$ cat config.mk
export PLATFORM = sky130hd
export DESIGN_NAME = twu_top
export DESIGN_NICKNAME = d
export VERILOG_FILES = /design/src/shared/twu_pkg.sv /design/src/verilog/twu_top.sv
export VERILOG_INCLUDE_DIRS = /design/src /design/src/shared
export SDC_FILE = /design/constraint.sdc
export NUM_CORES = 1
export LEC_CHECK = 0
export BUFFER_PORTS_ARGS = -buffer_cell sky130_fd_sc_hd__buf_2
export CAP_MARGIN = 20
export CORE_MARGIN = 2
export CORE_UTILIZATION = 54
export DETAILED_ROUTE_END_ITERATION = 16
export GPL_ROUTABILITY_DRIVEN = 1
export GPL_TIMING_DRIVEN = 0
export PLACE_DENSITY = 0.8
export SLEW_MARGIN = 20
export SYNTH_ARGS = -nofsm -noshare
export SYNTH_HDL_FRONTEND = slang
export SYNTH_SLANG_ARGS = --single-unit
export TNS_END_PERCENT = 50
$ cat constraint.sdc
create_clock -name aclk -period 3 [get_ports aclk]
set_input_delay 0.6 -clock aclk [delete_from_list [all_inputs] [get_ports aclk]]
set_output_delay 0.6 -clock aclk [all_outputs]
set_load 0.02 [all_outputs]
$ cat src/shared/twu_defs.svh
// Purpose: offsets, fields, reset values and codes of the waveform unit
// Assumes: 32-bit AXI4-Lite word per register, 8-bit address
// Notes: definitions only
`ifndef TWU_DEFS_SVH
`define TWU_DEFS_SVH
// ----------------------------------------------------------------
// register byte offsets
// ----------------------------------------------------------------
`define TWU_OFF_CTRL 8'h00
`define TWU_OFF_COUNT 8'h04
`define TWU_OFF_CMP_A 8'h08
`define TWU_OFF_CMP_B 8'h0C
`define TWU_OFF_STATUS 8'h10
`define TWU_OFF_OUTST 8'h14
`define TWU_OFF_FORCE 8'h18
// ----------------------------------------------------------------
// fields
// ----------------------------------------------------------------
`define TWU_WGM_LSB 0
`define TWU_COMA_LSB 4
`define TWU_COMB_LSB 6
`define TWU_ST_OVF 0
`define TWU_ST_MA 1
`define TWU_ST_MB 2
// ----------------------------------------------------------------
// reset values and codes
// ----------------------------------------------------------------
`define TWU_RST_CTRL 8'h00
`define TWU_RST_BYTE 8'h00
`define TWU_WGM_NORMAL 3'h0
`define TWU_WGM_CLR 3'h2
`define TWU_WGM_FPWM_MAX 3'h3
`define TWU_WGM_FPWM_CMP 3'h7
`define TWU_MAX 8'hFF
`define TWU_BOTTOM 8'h00
`define TWU_RESP_OKAY 2'h0
`define TWU_RESP_SLVERR 2'h2
`endif

$ cat src/shared/twu_pkg.sv
// Purpose: types of the waveform unit
// Assumes: nothing
// Notes: compare output mode encoding is fixed by the hardware
package twu_pkg;
  typedef logic [7:0] twu_byte_t;
  typedef enum logic [1:0] {
    COM_OFF = 2'h0,
    COM_TOGGLE = 2'h1,
    COM_CLEAR = 2'h2,
    COM_SET = 2'h3
  } twu_com_t;
endpackage

$ cat src/verilog/twu_top.sv
// Purpose: timer counter with waveform generation and compare outputs
// Assumes: timer_tick is a one-cycle enable from an outside prescaler
// Notes: registers over AXI4-Lite, two compare channels A and B
//
// The AXI4-Lite interface to the registers and the address map were left to the implementer.
`timescale 1ns/1ps
`include "twu_defs.svh"
module twu_top
  import twu_pkg::*;
#(
  parameter int ADDR_W = 8,
  parameter int NCH = 2
) (
  // clock and reset
  input wire logic aclk,
  input wire logic aresetn,
  // timer clock enable
  input wire logic timer_tick,
  // port pins
  input wire logic [NCH-1:0] port_out_value,
  input wire logic [NCH-1:0] pin_direction_bit,
  output logic [NCH-1:0] pin_out,
  output logic [NCH-1:0] pin_oe,
  // axi write address
  input wire logic [ADDR_W-1:0] s_axi_awaddr,
  input wire logic s_axi_awvalid,
  output logic s_axi_awready,
  // axi write data
  input wire logic [31:0] s_axi_wdata,
  input wire logic [3:0] s_axi_wstrb,
  input wire logic s_axi_wvalid,
  output logic s_axi_wready,
  // axi write response
  output logic [1:0] s_axi_bresp,
  output logic s_axi_bvalid,
  input wire logic s_axi_bready,
  // axi read address
  input wire logic [ADDR_W-1:0] s_axi_araddr,
  input wire logic s_axi_arvalid,
  output logic s_axi_arready,
  // axi read data
  output logic [31:0] s_axi_rdata,
  output logic [1:0] s_axi_rresp,
  output logic s_axi_rvalid,
  input wire logic s_axi_rready
);

  // ----------------------------------------------------------------
  // state
  // ----------------------------------------------------------------
  twu_byte_t ctrl;
  twu_byte_t counter_value;
  twu_byte_t [NCH-1:0] cmp_buf;
  twu_byte_t [NCH-1:0] channel_compare_value;
  logic [NCH-1:0] compare_output_state;
  logic overflow_flag;
  logic [NCH-1:0] match_flag;
  logic match_block;
  logic [ADDR_W-1:0] wr_addr;
  logic [7:0] wr_byte;
  logic wr_lane;
  function automatic logic hit(input logic [ADDR_W-1:0] a,
                               input logic [7:0] off);
    hit = (a[ADDR_W-1:2] == off[ADDR_W-1:2]);
  endfunction
  function automatic logic match_act(input logic o, input twu_com_t c);
    case (c)
      COM_TOGGLE: match_act = ~o;
      COM_CLEAR: match_act = 1'b0;
      COM_SET: match_act = 1'b1;
      default: match_act = o;
    endcase
  endfunction

  // ----------------------------------------------------------------
  // decode
  // ----------------------------------------------------------------
  logic [2:0] waveform_mode_field;
  twu_com_t [NCH-1:0] compare_output_mode;
  logic is_pwm, clear_on_match_mode, at_top;
  twu_byte_t top_value;
  logic [NCH-1:0] match;
  logic wr_en, wr_ctrl, wr_count, wr_status, wr_outst, wr_force;
  logic [NCH-1:0] wr_cmp;
  assign waveform_mode_field = ctrl[`TWU_WGM_LSB +: 3];
  assign compare_output_mode[0] = twu_com_t'(ctrl[`TWU_COMA_LSB +: 2]);
  assign compare_output_mode[1] = twu_com_t'(ctrl[`TWU_COMB_LSB +: 2]);
  // only the waveform mode field enters the counting logic
  assign is_pwm = (waveform_mode_field == `TWU_WGM_FPWM_MAX) ||
                  (waveform_mode_field == `TWU_WGM_FPWM_CMP);
  assign clear_on_match_mode = (waveform_mode_field == `TWU_WGM_CLR);
  // top compares the active register, never the buffer
  assign top_value = (waveform_mode_field == `TWU_WGM_FPWM_MAX) ?
                     `TWU_MAX : channel_compare_value[0];
  assign at_top = timer_tick && is_pwm && (counter_value == top_value);
  // a counter write blocks matches through the next tick
  generate
    for (genvar ch = 0; ch < NCH; ch++) begin : g_cmp
      assign match[ch] = timer_tick && !match_block &&
                         (counter_value == channel_compare_value[ch]);
      assign wr_cmp[ch] = wr_en && wr_lane &&
                          hit(wr_addr, `TWU_OFF_CMP_A + 8'(4 * ch));
    end
  endgenerate
  assign wr_en = !s_axi_awready && !s_axi_wready && !s_axi_bvalid;
  assign wr_ctrl = wr_en && wr_lane && hit(wr_addr, `TWU_OFF_CTRL);
  assign wr_count = wr_en && wr_lane && hit(wr_addr, `TWU_OFF_COUNT);
  assign wr_status = wr_en && wr_lane && hit(wr_addr, `TWU_OFF_STATUS);
  assign wr_outst = wr_en && wr_lane && hit(wr_addr, `TWU_OFF_OUTST);
  assign wr_force = wr_en && wr_lane && hit(wr_addr, `TWU_OFF_FORCE);

  // ----------------------------------------------------------------
  // axi write channel
  // ----------------------------------------------------------------
  // address and data are held until both are in, then one write cycle
  always_ff @(posedge aclk) begin
    if (!aresetn) begin
      s_axi_awready <= 1'b1;
      s_axi_wready <= 1'b1;
      s_axi_bvalid <= 1'b0;
      s_axi_bresp <= `TWU_RESP_OKAY;
      wr_addr <= '0;
      wr_byte <= `TWU_RST_BYTE;
      wr_lane <= 1'b0;
    end else begin
      if (s_axi_awvalid && s_axi_awready) begin
        s_axi_awready <= 1'b0;
        wr_addr <= s_axi_awaddr;
      end
      if (s_axi_wvalid && s_axi_wready) begin
        s_axi_wready <= 1'b0;
        wr_byte <= s_axi_wdata[7:0];
        wr_lane <= s_axi_wstrb[0];
      end
      if (wr_en) begin
        s_axi_bvalid <= 1'b1;
        s_axi_bresp <= (wr_addr[ADDR_W-1:2] >
                        `TWU_OFF_FORCE >> 2) ?
                       `TWU_RESP_SLVERR : `TWU_RESP_OKAY;
      end
      if (s_axi_bvalid && s_axi_bready) begin
        s_axi_bvalid <= 1'b0;
        s_axi_awready <= 1'b1;
        s_axi_wready <= 1'b1;
      end
    end
  end

  // ----------------------------------------------------------------
  // axi read channel
  // ----------------------------------------------------------------
  always_ff @(posedge aclk) begin
    if (!aresetn) begin
      s_axi_arready <= 1'b1;
      s_axi_rvalid <= 1'b0;
      s_axi_rdata <= 32'h00000000;
      s_axi_rresp <= `TWU_RESP_OKAY;
    end else begin
      if (s_axi_arvalid && s_axi_arready) begin
        s_axi_arready <= 1'b0;
        s_axi_rvalid <= 1'b1;
        s_axi_rresp <= `TWU_RESP_OKAY;
        s_axi_rdata <= 32'h00000000;
        if (hit(s_axi_araddr, `TWU_OFF_CTRL))
          s_axi_rdata[7:0] <= ctrl;
        else if (hit(s_axi_araddr, `TWU_OFF_COUNT))
          s_axi_rdata[7:0] <= counter_value;
        else if (hit(s_axi_araddr, `TWU_OFF_CMP_A))
          s_axi_rdata[7:0] <= cmp_buf[0];
        else if (hit(s_axi_araddr, `TWU_OFF_CMP_B))
          s_axi_rdata[7:0] <= cmp_buf[1];
        else if (hit(s_axi_araddr, `TWU_OFF_STATUS))
          s_axi_rdata[2:0] <= {match_flag, overflow_flag};
        else if (hit(s_axi_araddr, `TWU_OFF_OUTST))
          s_axi_rdata[NCH-1:0] <= compare_output_state;
        else if (!hit(s_axi_araddr, `TWU_OFF_FORCE))
          s_axi_rresp <= `TWU_RESP_SLVERR;
      end
      if (s_axi_rvalid && s_axi_rready) begin
        s_axi_rvalid <= 1'b0;
        s_axi_arready <= 1'b1;
      end
    end
  end

  // ----------------------------------------------------------------
  // control register
  // ----------------------------------------------------------------
  // compare mode changes act at once, hence at the next match
  always_ff @(posedge aclk) begin
    if (!aresetn)
      ctrl <= `TWU_RST_CTRL;
    else if (wr_ctrl)
      ctrl <= wr_byte;
  end

  // ----------------------------------------------------------------
  // counter
  // ----------------------------------------------------------------
  // a software write beats any clear or count in the same cycle
  always_ff @(posedge aclk) begin
    if (!aresetn) begin
      counter_value <= `TWU_BOTTOM;
    end else if (wr_count) begin
      counter_value <= wr_byte;
    end else if (timer_tick) begin
      if (at_top)
        counter_value <= `TWU_BOTTOM;
      else if (clear_on_match_mode &&
               counter_value == channel_compare_value[0])
        counter_value <= `TWU_BOTTOM;
      else
        counter_value <= 8'(counter_value + 8'h01);
    end
  end

  always_ff @(posedge aclk) begin
    if (!aresetn)
      match_block <= 1'b0;
    else if (wr_count)
      match_block <= 1'b1;
    else if (timer_tick)
      match_block <= 1'b0;
  end

  // ----------------------------------------------------------------
  // compare registers
  // ----------------------------------------------------------------
  // the active value reloads from the buffer at top so a pwm period never sees two values
  always_ff @(posedge aclk) begin
    if (!aresetn) begin
      cmp_buf <= '0;
      channel_compare_value <= '0;
    end else begin
      for (int ch = 0; ch < NCH; ch++) begin
        if (wr_cmp[ch]) begin
          cmp_buf[ch] <= wr_byte;
          if (!is_pwm)
            channel_compare_value[ch] <= wr_byte;
        end
        if (at_top)
          channel_compare_value[ch] <= cmp_buf[ch];
      end
    end
  end

  // ----------------------------------------------------------------
  // flags
  // ----------------------------------------------------------------
  // write one to clear; a set in the same cycle wins
  always_ff @(posedge aclk) begin
    if (!aresetn) begin
      overflow_flag <= 1'b0;
      match_flag <= '0;
    end else begin
      if (wr_status && wr_byte[`TWU_ST_OVF])
        overflow_flag <= 1'b0;
      if (timer_tick && (is_pwm ? counter_value == top_value :
                         counter_value == `TWU_MAX))
        overflow_flag <= 1'b1;
      for (int ch = 0; ch < NCH; ch++) begin
        if (wr_status && wr_byte[`TWU_ST_MA + ch])
          match_flag[ch] <= 1'b0;
        if (match[ch])
          match_flag[ch] <= 1'b1;
      end
    end
  end

  // ----------------------------------------------------------------
  // compare output state
  // ----------------------------------------------------------------
  // bottom beats match in pwm, so compare at max holds a steady level
  always_ff @(posedge aclk) begin
    if (!aresetn) begin
      compare_output_state <= '0;
    end else begin
      for (int ch = 0; ch < NCH; ch++) begin
        if (wr_outst)
          compare_output_state[ch] <= wr_byte[ch];
        else if (wr_force && wr_byte[ch] && !is_pwm)
          compare_output_state[ch] <= match_act(
            compare_output_state[ch], compare_output_mode[ch]);
        else if (at_top && compare_output_mode[ch] == COM_CLEAR)
          compare_output_state[ch] <= 1'b1;
        else if (at_top && compare_output_mode[ch] == COM_SET)
          compare_output_state[ch] <= 1'b0;
        else if (match[ch])
          compare_output_state[ch] <= match_act(
            compare_output_state[ch],
            compare_output_mode[ch]);
      end
    end
  end

  // ----------------------------------------------------------------
  // pin drive
  // ----------------------------------------------------------------
  always_ff @(posedge aclk) begin
    if (!aresetn) begin
      pin_out <= '0;
      pin_oe <= '0;
    end else begin
      for (int ch = 0; ch < NCH; ch++) begin
        pin_out[ch] <= (compare_output_mode[ch] != COM_OFF) ?
                       compare_output_state[ch] :
                       port_out_value[ch];
        pin_oe[ch] <= pin_direction_bit[ch];
      end
    end
  end
endmodule

==> key figures <==
Run status
  • Status: completed

Critical path
  • R2R depth: 8
  • CP startpoint kind: register
  • Reg-to-reg setup timing slack: 0.15 ns
  • CP Data Required Time: 3.23 ns
  • Maximum fanout along the worst path: 10
  • Reg2reg start: counter_value[1]
  • RR Endpoint: channel_compare_value[3]
  • WS Path Type: reg -> reg
  • Critical path arrival: 3.08 ns
  • CP endpoint kind: register

Clock tree
  • Clock Path Buffers: 2
  • Clock latency on the worst-skew pair: 0.37 ns
  • Post-CTS resize count: 0
  • Hold_buf cts: 0
  • Post-CTS Setup Bufs: 0
  • Clock Sinks: 88
  • Clock Root Buffer: clkbuf_8
  • Clock buffer count from CTS: 9
  • H-tree levels: 3
  • Clock transition at path regs: 0.08 ns
  • CTS tree: built

Logic synthesis
  • Number of flops mapped to enable cells by yosys: 0
  • Synth top area cells: dfxtp_1, a21oi_1, mux2i_1
  • Synth async-reset ratio: 0%
  • Synthesized flop and latch total: 88
  • Synthesis Warnings: 0
  • Post-synthesis cell type count: 52
  • Post-synth design cell area: 0.00454 mm2
  • Syn Inst Count: 549
  • Top cell type's share of synthesized area: 38.8%
  • Synth cell count leaders: dfxtp_1, a21oi_1, nand2_1
  • Mapped Avg Cell Area: 8.26 um2
  • Most frequent cell after synthesis: dfxtp_1
  • Primary FF master, synth: dfxtp_1
  • Largest area contributor in the netlist: dfxtp_1
  • Sequential area share after synthesis: 38.8%

Final layout
  • Final nets: 696
  • Layout cell share with drive strength beyond 1: 17.3%
  • Finished Core Util: 63.5%
  • N_diodes: 0
  • Area grow syn2layout: 14.5%

Hold path
  • HP Start: pin_direction_bit[0]
  • Hold Crit Endpoint: pin_oe[0]
  • Worst Hold Depth: 2
  • Hold Crit Class: in -> reg

Drt
  • # DRC: 0
  • Pre-antenna DRT Iters: 6
  • Via density: 5.93
  • WL per Instance: 17.5 um
  • Vias post-DR: 4397
  • WL final: 13000 um
  • Iteration-0 DRC Markers: 552
  • Post-route ant nets: 0

GRT
  • Largest net degree at the start of global routing: 16
  • Tot GR Track Use: 29.3%
  • Vias in the first global route: 3969
  • Antenna violations before repair: 0
  • Remaining global-route overflow: 0
  • Global-route wire length before repair: 20500 um

Placement
  • Buffers on Ports: 46
  • Gpl congestion: 0.990
  • Post-place setup slack: 0.239 ns
  • DP HPWL: 9380 um

Floorplan
  • Die footprint: 0.00915 mm2
  • Starting density of the core: 55.5%
  • Die H: 95.6 um
  • Num ports: 109
  • Core Rows: 33
  • DIE WIDTH: 95.6 um
  • Core box area: 0.00818 mm2

Pwr
  • Tot Pwr: 2.37 mW
  • Leakage power total: 2.20 nW
  • Pwr dens: 456 mW/mm2
  • VDD IR max: 0.249 mV

Timing
  • Fin crit share: 95.0%
  • Final Max Tran Viols: 0
  • Hold_ws: 0.437 ns
  • Final Skew: 0.00882 ns
  • Worst rel slew slack: 46.7%
  • Final Worst Setup Slack: 0.150 ns
  • Hold Fails Final Rpt: 0
  • Worst slew pin tran: 0.789 ns
  • Post-route setup TNS: 0 ns
  • Min Tclk post-route: 2.85 ns
  • Final setup violation count: 0
  • RSZ-0062 raised after global routing: false
  • Achievable Freq: 351 MHz

Run
  • Max-cap violations: 0
==> layout make-up <==
| cell class | count | area [um2] |
|---|---|---|
| Sequential cell | 88 | 1760 |
| Inverter | 9 | 33.8 |
| Clock buffer | 10 | 128 |
| Multi-Input combinational cell | 412 | 2470 |
| Fill cell | 725 | 2980 |
| Clock inverter | 6 | 67.6 |
| Tap cell | 105 | 131 |
| Timing Repair Buffer | 46 | 230 |
| Buffer | 65 | 365 |
==> worst max path at each step <==
stage	startpoint	end	slack, ns	depth (start not counted)
after global routing	counter_value[0]	counter_value[3]	0.15	8
after global placement	counter_value[1]	channel_compare_value[3]	0.25	8
after CTS	counter_value[1]	counter_value[3]	0.22	8
after floorplan	counter_value[3]	counter_value[3]	0.61	9
after detailed placement	counter_value[1]	counter_value[3]	0.24	8
final	counter_value[1]	channel_compare_value[3]	0.15	8
==> cell families after synthesis <==
logic type | synth area share [%]
flops | 38.8
simple gates | 22.2
mux | 9.99
other cells | 0.0827
fa+ha+maj | 0.276
buf+inv | 8.80
compound gates | 17.1
xor+xnor | 2.70
==> state kept, by name, summed over array words and instances, names as in the netlist, 2 cells and up <==
signal / cells
match_flag: 2
ctrl: 8
pin_oe: 2
compare_output_state: 2
wr_byte: 8
channel_compare_value: 16
s_axi_rdata: 8
cmp_buf: 16
pin_out: 2
counter_value: 8
wr_addr: 6
==> worst max-delay path, stage by stage, from the launching register on <==
cell and delay (ns):
dfxtp_1 0.60, nor2b_1 0.10, a2111o_1 0.45, or4_4 0.54, or3_1 0.33, buf_6 0.15, clkbuf_1 0.24, nor2_1 0.21
a211oi_1 0.07
==> per-layer routing <==
layer	wire length (um)	track usage (%)	share of wire [%]
met1	5400	38.6	42
met2	5990	47.7	46
met3	1200	4.98	9.2
met4	388	11.8	3.0
met5	0	0	0
==> power breakdown <==
| group | internal (mW) | switching (mW) |
|---|---|---|
| logic | 0.105 | 0.186 |
| clock network | 0.390 | 0.454 |
| registers | 1.20 | 0.0342 |
==> cells in the final DEF, fill, tap and decap left out, types with 4 or more instances in the layout <==
cell type and n:
mux2_2 4, mux4_2 5, clkbuf_8 9, nor4_1 4
or3_1 4, nand4_1 4, and2_1 5, nand3_1 40
a31oi_1 5, buf_2 50, xor2_1 8, inv_1 7
nor2b_1 10, nor3_1 12, dfxtp_1 88, mux2i_1 28
clkbuf_1 30, xnor2_1 6, conb_1 26, nor2_1 42
a221oi_1 4, a211oi_1 19, o21ai_0 14, a22oi_1 6
and3_1 6, a21oi_1 62, buf_4 27, nand2_1 57
nand2b_1 7
==> stage by stage <==
stage | instance area (um2) | cells
finish | 5190 | 741
global route | 5190 | 741
CTS | 5190 | 741
detailed placement | 4990 | 725
global placement | 4990 | 725
floorplan | 4630 | 574
(Power assumes the default switching activity.)
